## src/rtl/pmicrb_pkg.sv

```systemverilog
`default_nettype none
package pmicrb_pkg;
  // Register indices
  localparam logic [7:0] ADR_REV   = 8'h00;
  localparam logic [7:0] ADR_OTPV  = 8'h01;
  localparam logic [7:0] ADR_BCK0A = 8'h02;
  localparam logic [7:0] ADR_BCK0B = 8'h03;
  localparam logic [7:0] ADR_PLL   = 8'h14;
  localparam logic [7:0] ADR_PGA   = 8'h15;
  localparam logic [7:0] ADR_PGB   = 8'h16;
  localparam logic [7:0] ADR_PGF   = 8'h17;
  localparam logic [7:0] ADR_SWRST = 8'h18;
  localparam logic [7:0] ADR_INTA  = 8'h19;
  localparam logic [7:0] ADR_INTB  = 8'h1A;
  localparam logic [7:0] ADR_INTBK = 8'h1B;
  localparam logic [7:0] ADR_INTLD = 8'h1C;
  localparam logic [7:0] ADR_TSTAT = 8'h1D;
  localparam logic [7:0] ADR_BSTAT = 8'h1E;
  localparam logic [7:0] ADR_LSTAT = 8'h1F;
  localparam logic [7:0] ADR_MSKA  = 8'h20;
  localparam logic [7:0] ADR_MSKB  = 8'h21;
  localparam logic [7:0] ADR_MSKBK = 8'h22;
  localparam logic [7:0] ADR_MSKLD = 8'h23;
  localparam logic [7:0] ADR_ILSEL = 8'h24;
  localparam logic [7:0] ADR_ILHI  = 8'h25;
  localparam logic [7:0] ADR_ILLO  = 8'h26;
  // Field positions
  localparam int BIT_FPWM    = 3;
  localparam int BIT_RDIS    = 2;
  localparam int BIT_PINGATE = 1;
  localparam int BIT_EN      = 0;
  localparam int BIT_SWRST   = 0;
  // Reset values and valid-bit masks
  localparam logic [7:0] RST_BCK0A = 8'h0F;
  localparam logic [7:0] RST_BCK0B = 8'h2C;
  localparam logic [7:0] RST_RW    = 8'h00;
  localparam logic [5:0] REV_RSVD  = 6'h02;
  localparam logic [7:0] VLD_PGF   = 8'h0F;
  localparam logic [7:0] VLD_TSTAT = 8'h9E;
  localparam logic [7:0] VLD_BLSTAT = 8'hDD;
  localparam logic [7:0] FLAG_ADR [4] = '{ADR_INTA, ADR_INTB, ADR_INTBK, ADR_INTLD};
  localparam logic [7:0] FLAG_VLD [4] = '{8'hFF, 8'h01, 8'h77, 8'h77};
  // Serial address and timing
  localparam logic [6:0] I2C_DEV_ADDR = 7'h60;
  localparam int CLK_PERIOD_NS = 100;
  localparam int OTP_LOAD_NS   = 1000;
  localparam int OTP_LOAD_CYC  = (OTP_LOAD_NS + CLK_PERIOD_NS - 1) / CLK_PERIOD_NS;
endpackage
`default_nettype wire

```

## src/rtl/pmicrb_i2c_slave.sv

```systemverilog
`default_nettype none
module pmicrb_i2c_slave
  import pmicrb_pkg::*;
#(
  parameter logic [6:0] DEV_ADDR = I2C_DEV_ADDR
) (
  // Clock and reset
  input  wire logic       mclk,
  input  wire logic       sys_rst,
  // Serial pins
  input  wire logic       scl,
  input  wire logic       sdaIn,
  output logic            sdaOut,
  output logic            sdaOe,
  // Register side
  output logic            wrEn,
  output logic [7:0]      wrData,
  output logic [7:0]      regIndex,
  input  wire logic [7:0] rdData
);
  typedef enum logic [3:0] {
    ST_IDLE, ST_DEVADR, ST_ACKDEV, ST_INDEX, ST_ACKIDX,
    ST_WRDATA, ST_ACKWR, ST_RDDATA, ST_RDACK
  } pmicrb_i2c_state_t;

  pmicrb_i2c_state_t state_r;
  logic       sclPrev_r;
  logic       sdaPrev_r;
  logic [7:0] shift_r;
  logic [7:0] txShift_r;
  logic [2:0] bitCnt_r;
  logic       byteDone_r;
  logic       rw_r;
  logic       ackSeen_r;
  logic       sdaOe_r;
  logic [7:0] index_r;

  wire sclRise   = scl & ~sclPrev_r;
  wire sclFall   = ~scl & sclPrev_r;
  wire startCond = scl & sclPrev_r & sdaPrev_r & ~sdaIn;
  wire stopCond  = scl & sclPrev_r & ~sdaPrev_r & sdaIn;
  wire rxState   = (state_r == ST_DEVADR) | (state_r == ST_INDEX) | (state_r == ST_WRDATA);

  //////////////////////////////////////////////////////////////////////////////
  always_ff @(posedge mclk) begin
    sclPrev_r <= scl;
    sdaPrev_r <= sdaIn;
    if (sys_rst) begin
      state_r    <= ST_IDLE;
      shift_r    <= 8'h00;
      txShift_r  <= 8'h00;
      bitCnt_r   <= 3'h0;
      byteDone_r <= 1'b0;
      rw_r       <= 1'b0;
      ackSeen_r  <= 1'b0;
      sdaOe_r    <= 1'b0;
      index_r    <= 8'h00;
    end else if (startCond) begin
      state_r    <= ST_DEVADR;
      bitCnt_r   <= 3'h0;
      byteDone_r <= 1'b0;
      sdaOe_r    <= 1'b0;
    end else if (stopCond) begin
      state_r <= ST_IDLE;
      sdaOe_r <= 1'b0;
    end else begin
      if (sclRise && rxState) begin
        shift_r    <= {shift_r[6:0], sdaIn};
        bitCnt_r   <= bitCnt_r + 3'h1;
        byteDone_r <= (bitCnt_r == 3'h7);
      end
      if (sclRise && state_r == ST_RDACK) begin
        ackSeen_r <= ~sdaIn;
      end
      if (sclFall) begin
        unique case (state_r)
          ST_IDLE: ;
          ST_DEVADR: if (byteDone_r) begin
            byteDone_r <= 1'b0;
            if (shift_r[7:1] == DEV_ADDR) begin
              rw_r    <= shift_r[0];
              sdaOe_r <= 1'b1;
              state_r <= ST_ACKDEV;
            end else begin
              state_r <= ST_IDLE;
            end
          end
          ST_INDEX: if (byteDone_r) begin
            byteDone_r <= 1'b0;
            index_r    <= shift_r;
            sdaOe_r    <= 1'b1;
            state_r    <= ST_ACKIDX;
          end
          ST_WRDATA: if (byteDone_r) begin
            byteDone_r <= 1'b0;
            sdaOe_r    <= 1'b1;
            state_r    <= ST_ACKWR;
          end
          ST_ACKDEV: if (rw_r) begin
            txShift_r <= {rdData[6:0], 1'b0};
            sdaOe_r   <= ~rdData[7];
            bitCnt_r  <= 3'h0;
            state_r   <= ST_RDDATA;
          end else begin
            sdaOe_r <= 1'b0;
            state_r <= ST_INDEX;
          end
          ST_ACKIDX: begin
            sdaOe_r <= 1'b0;
            state_r <= ST_WRDATA;
          end
          ST_ACKWR: begin
            sdaOe_r <= 1'b0;
            index_r <= index_r + 8'h01;
            state_r <= ST_WRDATA;
          end
          ST_RDDATA: begin
            bitCnt_r <= bitCnt_r + 3'h1;
            if (bitCnt_r == 3'h7) begin
              sdaOe_r <= 1'b0;
              state_r <= ST_RDACK;
            end else begin
              sdaOe_r   <= ~txShift_r[7];
              txShift_r <= {txShift_r[6:0], 1'b0};
            end
          end
          // Index is kept: a further read byte repeats the same register
          ST_RDACK: if (ackSeen_r) begin
            txShift_r <= {rdData[6:0], 1'b0};
            sdaOe_r   <= ~rdData[7];
            bitCnt_r  <= 3'h0;
            state_r   <= ST_RDDATA;
          end else begin
            state_r <= ST_IDLE;
          end
        endcase
      end
    end
  end

  assign wrEn     = (state_r == ST_WRDATA) & byteDone_r & sclFall;
  assign wrData   = shift_r;
  assign regIndex = index_r;
  assign sdaOut   = 1'b0;
  assign sdaOe    = sdaOe_r;
endmodule // pmicrb_i2c_slave
`default_nettype wire

```

## src/rtl/pmicrb_regbank.sv

```systemverilog
`default_nettype none
module pmicrb_regbank
  import pmicrb_pkg::*;
#(
  parameter logic [6:0] DEV_ADDR    = I2C_DEV_ADDR,
  parameter logic [1:0] IDENTITY_FIELD = 2'h1,  // Arbitrary value
  parameter logic [7:0] OTP_VERSION = 8'h5A, // Arbitrary value
  parameter logic [7:0] RST_PLL     = RST_RW,
  parameter logic [7:0] RST_PGA     = RST_RW,
  parameter logic [7:0] RST_PGB     = RST_RW
) (
  // Clock and reset
  input  wire logic       mclk,
  input  wire logic       sys_rst,
  // Serial pins
  input  wire logic       scl,
  input  wire logic       sdaIn,
  output logic            sdaOut,
  output logic            sdaOe,
  // OTP defaults and load state
  input  wire logic [7:0] otpBuck0A,
  input  wire logic [7:0] otpBuck0B,
  output logic            otpBusy,
  // External enable pin
  input  wire logic       enPin,
  // Status from the analog side
  input  wire logic [3:0] pgFaultIn,
  input  wire logic [7:0] topStatIn,
  input  wire logic [7:0] buckStatIn,
  input  wire logic [7:0] ldoStatIn,
  input  wire logic [8:0] loadCurrent,
  // Event strobes
  input  wire logic [7:0] evtTop,
  input  wire logic [7:0] evtBuck,
  input  wire logic [7:0] evtLdo,
  // Buck0 controls
  output logic            buck0On,
  output logic            buck0ForcedPwm,
  output logic            buck0DischargeOn,
  output logic [7:0]      buck0CtrlB,
  // Other control registers
  output logic [7:0]      pllCtrl,
  output logic [7:0]      pgoodCtrlA,
  output logic [7:0]      pgoodCtrlB,
  output logic            loadCurrentSelect,
  output logic            intPending
);
  //////////////////////////////////////////////////////////////////////////////
  // Serial front end
  logic       wrEn;
  logic [7:0] wrData;
  logic [7:0] regIndex;
  logic [7:0] rdData;

  pmicrb_i2c_slave #(
    .DEV_ADDR (DEV_ADDR)
  ) u_slave (
    .mclk     (mclk),
    .sys_rst  (sys_rst),
    .scl      (scl),
    .sdaIn    (sdaIn),
    .sdaOut   (sdaOut),
    .sdaOe    (sdaOe),
    .wrEn     (wrEn),
    .wrData   (wrData),
    .regIndex (regIndex),
    .rdData   (rdData)
  );

  //////////////////////////////////////////////////////////////////////////////
  // Write decode
  logic [7:0] otpCnt_r;
  logic       swRst;
  logic       rwInit;

  // Writes during the OTP load are dropped so the loaded defaults win
  function automatic logic hit(input logic [7:0] adr);
    return wrEn && !otpBusy && (regIndex == adr);
  endfunction

  assign otpBusy = (otpCnt_r != 8'h00);
  assign swRst   = hit(ADR_SWRST) & wrData[BIT_SWRST];
  assign rwInit  = sys_rst | swRst;

  //////////////////////////////////////////////////////////////////////////////
  // OTP load state after reset or software reset
  always_ff @(posedge mclk) begin
    if (rwInit) begin
      otpCnt_r <= 8'(OTP_LOAD_CYC);
    end else if (otpBusy) begin
      otpCnt_r <= otpCnt_r - 8'h01;
    end
  end

  //////////////////////////////////////////////////////////////////////////////
  // Buck0 control registers, reserved bits stored as written
  logic [7:0] bck0A_r;
  logic [7:0] bck0B_r;

  always_ff @(posedge mclk) begin
    if (rwInit) begin
      bck0A_r <= RST_BCK0A;
      bck0B_r <= RST_BCK0B;
    end else if (otpBusy) begin
      bck0A_r <= otpBuck0A;
      bck0B_r <= otpBuck0B;
    end else begin
      if (hit(ADR_BCK0A)) begin
        bck0A_r <= wrData;
      end
      if (hit(ADR_BCK0B)) begin
        bck0B_r <= wrData;
      end
    end
  end

  //////////////////////////////////////////////////////////////////////////////
  // Plain read/write registers
  logic [7:0] pll_r;
  logic [7:0] pgA_r;
  logic [7:0] pgB_r;
  logic [7:0] mskA_r;
  logic [7:0] mskB_r;
  logic [7:0] mskBk_r;
  logic [7:0] mskLd_r;
  logic [7:0] ilSel_r;

  always_ff @(posedge mclk) begin
    if (rwInit) begin
      pll_r   <= RST_PLL;
      pgA_r   <= RST_PGA;
      pgB_r   <= RST_PGB;
      mskA_r  <= RST_RW;
      mskB_r  <= RST_RW;
      mskBk_r <= RST_RW;
      mskLd_r <= RST_RW;
      ilSel_r <= RST_RW;
    end else begin
      if (hit(ADR_PLL))   pll_r   <= wrData;
      if (hit(ADR_PGA))   pgA_r   <= wrData;
      if (hit(ADR_PGB))   pgB_r   <= wrData;
      if (hit(ADR_MSKA))  mskA_r  <= wrData;
      if (hit(ADR_MSKB))  mskB_r  <= wrData;
      if (hit(ADR_MSKBK)) mskBk_r <= wrData;
      if (hit(ADR_MSKLD)) mskLd_r <= wrData;
      if (hit(ADR_ILSEL)) ilSel_r <= wrData;
    end
  end

  //////////////////////////////////////////////////////////////////////////////
  // Sticky event flags, cleared by writing one; a new event beats the clear
  logic [7:0] flag_r [4];
  logic [7:0] flagEvt [4];
  logic [7:0] flagMsk [4];

  assign flagEvt[0] = evtTop;
  assign flagEvt[1] = {7'h00, swRst};
  assign flagEvt[2] = evtBuck;
  assign flagEvt[3] = evtLdo;
  assign flagMsk[0] = mskA_r;
  assign flagMsk[1] = mskB_r;
  assign flagMsk[2] = mskBk_r;
  assign flagMsk[3] = mskLd_r;

  logic [3:0] flagAct;

  for (genvar g = 0; g < 4; g++) begin : g_flag
    wire [7:0] clr = hit(FLAG_ADR[g]) ? wrData : 8'h00;
    always_ff @(posedge mclk) begin
      if (sys_rst) begin
        flag_r[g] <= 8'h00;
      end else begin
        flag_r[g] <= ((flag_r[g] & ~clr) | flagEvt[g]) & FLAG_VLD[g];
      end
    end
    assign flagAct[g] = |(flag_r[g] & ~flagMsk[g]);
  end

  assign intPending = |flagAct;

  //////////////////////////////////////////////////////////////////////////////
  // Read selection; reserved bits of read-only registers return zero, those of the revision register return REV_RSVD
  function automatic logic [7:0] rdSel(input logic [7:0] adr);
    unique case (adr)
      ADR_REV:   return {IDENTITY_FIELD, REV_RSVD};
      ADR_OTPV:  return OTP_VERSION;
      ADR_BCK0A: return bck0A_r;
      ADR_BCK0B: return bck0B_r;
      ADR_PLL:   return pll_r;
      ADR_PGA:   return pgA_r;
      ADR_PGB:   return pgB_r;
      ADR_PGF:   return {4'h0, pgFaultIn} & VLD_PGF;
      ADR_INTA:  return flag_r[0];
      ADR_INTB:  return flag_r[1];
      ADR_INTBK: return flag_r[2];
      ADR_INTLD: return flag_r[3];
      ADR_TSTAT: return topStatIn & VLD_TSTAT;
      ADR_BSTAT: return buckStatIn & VLD_BLSTAT;
      ADR_LSTAT: return ldoStatIn & VLD_BLSTAT;
      ADR_MSKA:  return mskA_r;
      ADR_MSKB:  return mskB_r;
      ADR_MSKBK: return mskBk_r;
      ADR_MSKLD: return mskLd_r;
      ADR_ILSEL: return ilSel_r;
      ADR_ILHI:  return {7'h00, loadCurrent[8]};
      ADR_ILLO:  return loadCurrent[7:0];
      default:   return 8'h00;
    endcase
  endfunction

  assign rdData = rdSel(regIndex);

  //////////////////////////////////////////////////////////////////////////////
  // Buck0 control decode
  wire b0Gate = bck0A_r[BIT_PINGATE];
  wire b0En   = bck0A_r[BIT_EN];

  assign buck0On          = b0En & (~b0Gate | enPin);
  assign buck0ForcedPwm   = bck0A_r[BIT_FPWM];
  assign buck0DischargeOn = bck0A_r[BIT_RDIS] & ~buck0On;
  assign buck0CtrlB       = bck0B_r;
  assign pllCtrl          = pll_r;
  assign pgoodCtrlA       = pgA_r;
  assign pgoodCtrlB       = pgB_r;
  assign loadCurrentSelect = ilSel_r[0];
endmodule // pmicrb_regbank
`default_nettype wire

```

## config.mk

```make
export PLATFORM = sky130hd
export DESIGN_NAME = pmicrb_regbank
export DESIGN_NICKNAME = d
export VERILOG_FILES = /design/src/rtl/pmicrb_pkg.sv /design/src/rtl/pmicrb_i2c_slave.sv /design/src/rtl/pmicrb_regbank.sv
export SDC_FILE = /design/constraint.sdc
export NUM_CORES = 1
export LEC_CHECK = 0
export BUFFER_PORTS_ARGS = -buffer_cell sky130_fd_sc_hd__buf_2
export CORE_MARGIN = 4
export CORE_UTILIZATION = 52
export CTS_CLUSTER_DIAMETER = 150
export DETAILED_ROUTE_END_ITERATION = 16
export MAX_ROUTING_LAYER = met4
export PLACE_DENSITY = 0.78
export REMOVE_ABC_BUFFERS = 1
export SLEW_MARGIN = 20
export SYNTH_ARGS = -nofsm -noshare
export SYNTH_HDL_FRONTEND = slang
export SYNTH_SLANG_ARGS = --single-unit
export TNS_END_PERCENT = 20
```

## constraint.sdc

```tcl
create_clock -name mclk -period 2.4 [get_ports mclk]
set_input_delay 0.48 -clock mclk [delete_from_list [all_inputs] [get_ports mclk]]
set_output_delay 0.48 -clock mclk [all_outputs]
set_load 0.01 [all_outputs]
```

======== After elaboration in Yosys (flattened, before gate mapping) ========
Memory sizes are Yosys's and may differ from the RTL's.
Cells that the tools add are included.
cells by class
  multiply operators ...................... 0
  divide/modulo/power cells ............... 0
  reductions and logical operators ........ 43
  muxes and demuxes ....................... 49
  equality and inequality tests ........... 45
  shifts and indexed selects .............. 0
  add/subtract/negate cells ............... 3
  $lt $le $gt $ge ......................... 0
  bitwise logic cells ..................... 50
operators with widths
  cell                                                                      count
  8-bit one-hot mux with 22 select lines                                    1
  8-bit two-way mux                                                         13
  8-bit by 5-bit equality test with 1-bit output (second input constant)    12
  8-bit by 6-bit equality test with 1-bit output (second input constant)    7
  8-bit AND                                                                 5
  8-bit NOT                                                                 5
  32-bit OR reduction                                                       1
  4-bit one-hot mux with 7 select lines                                     1
  8-bit one-hot mux with 3 select lines                                     1
  6-bit AND reduction                                                       4
  1-bit logical AND                                                         18
  3-bit two-way mux                                                         6
  1-bit two-way mux                                                         17
  4-bit by 3-bit equality test with 1-bit output (second input constant)    4
  8-bit by 2-bit equality test with 1-bit output (second input constant)    2
  4-bit two-way mux                                                         4
  4-bit by 1-bit inequality test with 1-bit output (second input constant)  4
  8-bit one-hot mux with 2 select lines                                     1
  7-bit AND                                                                 2
  7-bit two-way mux                                                         2
  2-bit by 1-bit inequality test with 1-bit output (second input constant)  7
  7-bit NOT                                                                 2
  7-bit bitwise OR                                                          2
  1-bit AND                                                                 13
  29 further kinds                                                          56
word-level totals
  ROM bits ................................ 0
  memories ................................ 1
  bits of input ports ..................... 82
  register bits after elaboration ......... 125
  RAM bits ................................ 32
  output and inout port bits .............. 40
  logic and storage cells ................. 214
  latch bits .............................. 0
memory list
  name    words  bits a word  read ports  clocked after memory_dff  write ports  line                   text
  flag_r  4      8            4           0                         4            pmicrb_regbank.sv:152  logic [7:0] flag_r [4];

======== Longest topological paths before layout ========
  depth in word-level cells ............... 10
  gate-level depth with buffers ........... 11
  gate-level depth less buffers ........... 9

======== Hierarchy ========
From an unflattened synthesis, not the netlist that was laid out.
unflattened totals
  cell total of the unflattened synthesis .. 918
  area total of the unflattened synthesis .. 7,865.0 um^2
by module, submodules not included
  module            instances  area each (um^2)  cells each  seq. area each (um^2)
  pmicrb_regbank    1          5,798.1           676         2,182.1
  pmicrb_i2c_slave  1          2,067.0           242         720.7

======== Least setup slack after synthesis ========
OpenSTA, ideal clock, no wires.
  path type ............................... register -> register
  start point ............................. reg otpCnt_r[0]
  end point ............................... reg bck0B_r[2] (netlist: buck0CtrlB[2])
  data required time ...................... 2.280 ns
  data arrival time ....................... 2.144 ns
  path buffers ............................ 1
  setup time .............................. 0.120 ns
  period minus slack after synthesis ...... 2.264 ns
  slack ................................... 0.136 ns
  stages on the path, launching flop included .. 11
  path through ............................ dfxtp_1 -> inv_1 -> ha_1 -> or3b_1 -> clkbuf_1 -> nor3_2 -> inv_2 -> nor4_4 -> nor2_2 -> a21oi_1 -> nand2_1
on the way
  cells in the longest elaborated chain, start to end .. 6
  elaborated cells on any way between the ends .. 9
  classes of those cells .................. mux: 1; bitwise: 2; reduce/logical: 6
ends and longest elaborated chain
  what                             line                   text
  start, declared                  pmicrb_regbank.sv:72   logic [7:0] otpCnt_r;
  start signal, assigned           pmicrb_regbank.sv:89   otpCnt_r <= 8'(OTP_LOAD_CYC);
  start signal, assigned           pmicrb_regbank.sv:91   otpCnt_r <= otpCnt_r - 8'h01;
  8-bit nonzero test (*)           pmicrb_regbank.sv:81   assign otpBusy = (otpCnt_r != 8'h00);
  1-bit logical NOT                pmicrb_regbank.sv:78   return wrEn && !otpBusy && (regIndex == adr);
  1-bit logical AND (2 in series)  pmicrb_regbank.sv:78
  1-bit AND                        pmicrb_regbank.sv:82   assign swRst = hit(ADR_SWRST) & wrData[BIT_SWRST];
  1-bit bitwise OR                 pmicrb_regbank.sv:83   assign rwInit = sys_rst | swRst;
  end signal, assigned             pmicrb_regbank.sv:106  bck0B_r <= otpBuck0B;
  end signal, assigned             pmicrb_regbank.sv:112  bck0B_r <= wrData;
  end, declared                    pmicrb_regbank.sv:98   logic [7:0] bck0B_r;
Mark *: on every way between the ends. The rest lies on a longest branch, timed or not.
A chain may end at the register's enable or synchronous reset.

======== Worst setup path after layout ========
  start point ............................. reg u_slave.index_r[0] (netlist: u_slave.regIndex[0])
  end point ............................... reg u_slave.sdaOe_r (netlist: u_slave.sdaOe)
on the way
  cells in the longest elaborated chain, start to end .. 5
  elaborated cells on any way between the ends .. 27
  classes of those cells .................. eq/ne: 21; mux: 4; bitwise: 1; reduce/logical: 1
ends and longest elaborated chain
  what                                                                          line                                              text
  start, declared                                                               pmicrb_i2c_slave.sv:36                            logic [7:0] index_r;
  start signal, assigned                                                        pmicrb_i2c_slave.sv:90                            index_r <= shift_r;
  start signal, assigned                                                        pmicrb_i2c_slave.sv:114                           index_r <= index_r + 8'h01;
  8-bit by 6-bit equality test with 1-bit output, or another cell as far along  pmicrb_regbank.sv:184                             unique case (adr)
  8-bit one-hot mux with 22 select lines (*)                                    pmicrb_regbank.sv:184
  1-bit NOT (*)                                                                 pmicrb_i2c_slave.sv:101, pmicrb_i2c_slave.sv:130
  1-bit two-way mux (on tied branches)                                          pmicrb_i2c_slave.sv:128, pmicrb_i2c_slave.sv:99
  1-bit one-hot mux with 6 select lines (*)                                     pmicrb_i2c_slave.sv:76                            unique case (state_r)
  end signal, assigned                                                          pmicrb_i2c_slave.sv:101                           sdaOe_r <= ~rdData[7];
  end signal, assigned                                                          pmicrb_i2c_slave.sv:123                           sdaOe_r <= ~txShift_r[7];
  end signal, assigned                                                          pmicrb_i2c_slave.sv:130                           sdaOe_r <= ~rdData[7];
  end, declared                                                                 pmicrb_i2c_slave.sv:35                            logic sdaOe_r;
Mark *: on every way between the ends. The rest lies on a longest branch, timed or not. The select of a mux whose other input is x is not followed.

==> metrics <==
outcome=complete, no violations; CP arrival=2.70 ns; number of cell rows=43; CP max-delay cell=or4_4; Chip Width=128.5 um; RSZ-0062 raised after global routing=yes; CTS clock-pin slew for the worst setup and hold paths=0.06 ns; sequential power share=45.3%; multi-input logic area=0.004245 mm2; Final Hold Vio Count=0; crit path cell chain=ha_1 > or3b_2 > nor2_1 > a2111oi_2 > buf_4 > nand4_1 > or4_4 > a21oi_1; initial antenna violation count=0; CTS tree=yes; Ys Warns=0; Mean Syn Cell Area=7.550 um2; Via-to-Cell Ratio=6.257; Die ar.=0.01651 mm2; layout cells sized above 1=24.38%; Core Area=0.01404 mm2; PortBufs=109; fillers=1217; vias post-DR=8416; Clock Skew=0.01031 ns; hold_buf cts=0; vias in the first global route=7801; Final nets=1241; CTS sink cnt=145; P_leak=3.747 nW; H-tree level count=4; post-layout instance area=0.009530 mm2; Final min period=2.345 ns; met2 Usage GRT=52.65%; Worst setup SP type=flop; Post-Synthesis Cells=1000; largest net degree at the start of global routing=49; Post-DP Area=0.008767 mm2; element type at the critical path end=flop; crit-path max FO=6; Async SR Flop Fraction=0%; final setup fails=0; Comb pwr share=7.6%; met1 Use GR=45.50%; total power=5.600 mW; mux contribution to synthesized area=2.569%; Slew Viols, Final=0; Tcrit/Tclk final=97.69%; Initial Util=53.76%; grt met3 use=7.140%; Adder-Cell Fraction of Synth Area=1.160%; CTS Buf Count=17; slowest stage delay, CP=0.57 ns; FF+latch count, synth=145; DR iter-0 viols=1062; Top delay family on crit path=simple AND/OR/NAND/NOR gates; Post-Synth XOR/XNOR Area=0.8121%; Pwr Density=587.6 mW/mm2; Placed Cells=1307; sequential fraction of the synthesis area=38.45%; root buffer cell=clkbuf_16; Detail Placement HPWL=20.01 mm; worst-case clock buffer depth=2; Post-Layout Cell Count=1345; DR pass1 iterations=6; worst setup path class=reg -> reg; worst slew pin tran=0.6515 ns; HP Class=in -> reg; antenna cells=0; area grow syn2layout=26.23%; DRC Markers=0; Die Y=128.5 um; GRT Resource Usage Total=35.24%; Critical Path RT=2.76 ns; busiest grt layer=met2; synthesized area=0.007550 mm2; slew margin rel.=56.57%; # Max-Cap Violations=0; post-route ant nets=0; total gr overflow=0; switching pwr=1.446 mW; largest family of logic cells by synthesized area=simple AND/OR/NAND/NOR gates; setup slack, reg-to-reg=0.06 ns; Seq. cell area=0.002910 mm2; Skew-Pair Late Insertion Delay=0.43 ns; Switching Fraction=25.82%; Synth Flop Type=dfxtp_1; Avg WL per Cell=21.15 um; gpl congestion=1.072; VDD IR max=520.8 uV; I/O pin cnt=122; Post-Synth Simple-Gate Area=26.23%; Clk pwr share=47.1%; Post-synth EDFFs=0; Worst Path Buf+Inv=1; Routed WL=28.45 mm; post-synthesis compound-gate area fraction=24.31%; Synth cell types=81; first-pass GRT wire length=43.53 mm; Pint=4.154 mW; maximum clock frequency=426.5 MHz
## layer usage
metal / wire length (um) / up-vias / share of wire (%)
li1: - / 3858 / -
met1: 11370 / 3949 / 40
met2: 12770 / 495 / 45
met3: 2744 / 114 / 9.6
met4: 1566 / 0 / 5.5
met5: 0 / - / 0
## through the flow
step                      hold slack (ns)  setup TNS [ns]  util [%]  setup slack [ns]
after global routing               0.1972        -0.04694     67.87          -0.03386
final                              0.2130               0     67.87           0.05545
after CTS                          0.1985               0     67.08          0.001519
after floorplan                    0.4313         -197.45         -            -2.436
after global placement             0.4391               0     62.43           0.02541
after detailed placement           0.4443        -0.02938     62.43          -0.02514
## logic make-up (layout without fill, tap and decap cells)
family | count (synthesis) | after routing
and+or+nand+nor | 411 | 411
AOI/OAI and AO/OA | 293 | 293
DFF | 145 | 145
buffers and inverters | 117 | 282
muxes | 19 | 19
adders and majority gates | 7 | 7
xor gates and xnor gates | 7 | 7
other | 1 | 1
## what timing repair did
action                     CTS  global route
pin swaps                    1             8
gates resized for setup     12            17
buffers inserted             3             1
setup endpoints to repair   17            93
gates cloned                 0             2
## synthesized netlist by cell type, drive strengths merged (4+ instances only)
library cell	instances	area, um2
a211oi	4	30.03
a21oi	128	640.6
a221oi	10	87.58
a222oi	4	40.04
a22o	7	61.31
a22oi	43	322.8
a311oi	4	35.03
a31oi	7	43.79
and3	15	93.84
buf	24	133.9
clkbuf	48	181.4
dfxtp	145	2903
ha	7	87.58
inv	43	161.4
mux2i	16	160.2
nand2	181	679.4
nand2b	9	56.30
nand3	34	170.2
nand4	6	37.54
nor2	94	362.8
nor2b	9	56.30
nor3	19	127.6
nor3b	4	30.03
nor4	12	117.6
o21ai	34	173.9
o22ai	22	137.6
o32ai	4	35.03
or3	5	36.28
or4	4	37.53
xnor2	6	52.55
## layout by cell type, fill, tap and decap left out, drive strengths merged, types with 16 or more instances in the layout
cell type / count
o22ai: 22
clkbuf: 19
nor2: 94
nand3: 34
mux2i: 16
inv: 49
a22oi: 43
o21ai: 34
buf: 204
nand2: 181
nor3: 19
a21oi: 128
dfxtp: 145
## worst reg2reg max path, stage by stage, from the launching register on
cell,delay (ns)
dfxtp_4,0.37
ha_1,0.21
or3b_2,0.20
nor2_1,0.08
a2111oi_2,0.37
buf_4,0.19
nand4_1,0.13
or4_4,0.58
a21oi_1,0.15
## flip-flops by register name, summed over array words and instances, names as in the netlist
| name | count |
|---|---|
| bck0A_r | 8 |
| u_slave.sdaOe | 1 |
| u_slave.state_r | 4 |
| pgoodCtrlB | 8 |
| flag_r | 21 |
| u_slave.rw_r | 1 |
| u_slave.bitCnt_r | 3 |
| mskLd_r | 8 |
| mskB_r | 8 |
| pgoodCtrlA | 8 |
| u_slave.sdaPrev_r | 1 |
| u_slave.byteDone_r | 1 |
| u_slave.ackSeen_r | 1 |
| u_slave.regIndex | 8 |
| mskBk_r | 8 |
| mskA_r | 8 |
| ilSel_r | 8 |
| u_slave.txShift_r | 7 |
| otpCnt_r | 8 |
| pllCtrl | 8 |
| buck0CtrlB | 8 |
| u_slave.sclPrev_r | 1 |
| u_slave.wrData | 8 |
## power by group through the flow
stage / Clock [mW] / Sequential [mW] / Combinational (mW)
CTS: 2.65 / 2.53 / 0.402
finish: 2.64 / 2.54 / 0.425
floorplan: 0 / 2.57 / 0.200
detailed placement: 0 / 2.58 / 0.377
global placement: 0 / 2.58 / 0.371
global route: 2.77 / 2.54 / 0.467
## worst paths after layout
| path | depth (start not counted) | start | to |
|---|---|---|---|
| max reg2reg | 8 | u_slave.regIndex[0]$_SDFFE_PP0P_ | u_slave.sdaOe$_SDFFE_PP0P_ |
| min | 1 | sdaIn | u_slave.sdaPrev_r$_DFF_P_ |
| min reg2reg | 2 | mskB_r[2]$_SDFFE_PP0P_ | mskB_r[2]$_SDFFE_PP0P_ |
| max | 8 | u_slave.regIndex[0]$_SDFFE_PP0P_ | u_slave.sdaOe$_SDFFE_PP0P_ |
## area by class of cell
class	instances	area share [%]
Clock buffer	18	4.608
Clock inverter	14	1.536
Inverter	45	1.799
Multi-Input combinational cell	738	44.55
Sequential cell	145	30.54
Tap cell	180	2.363
Timing Repair Buffer	205	14.61
No activity file was read; power rests on OpenSTA's default activity.
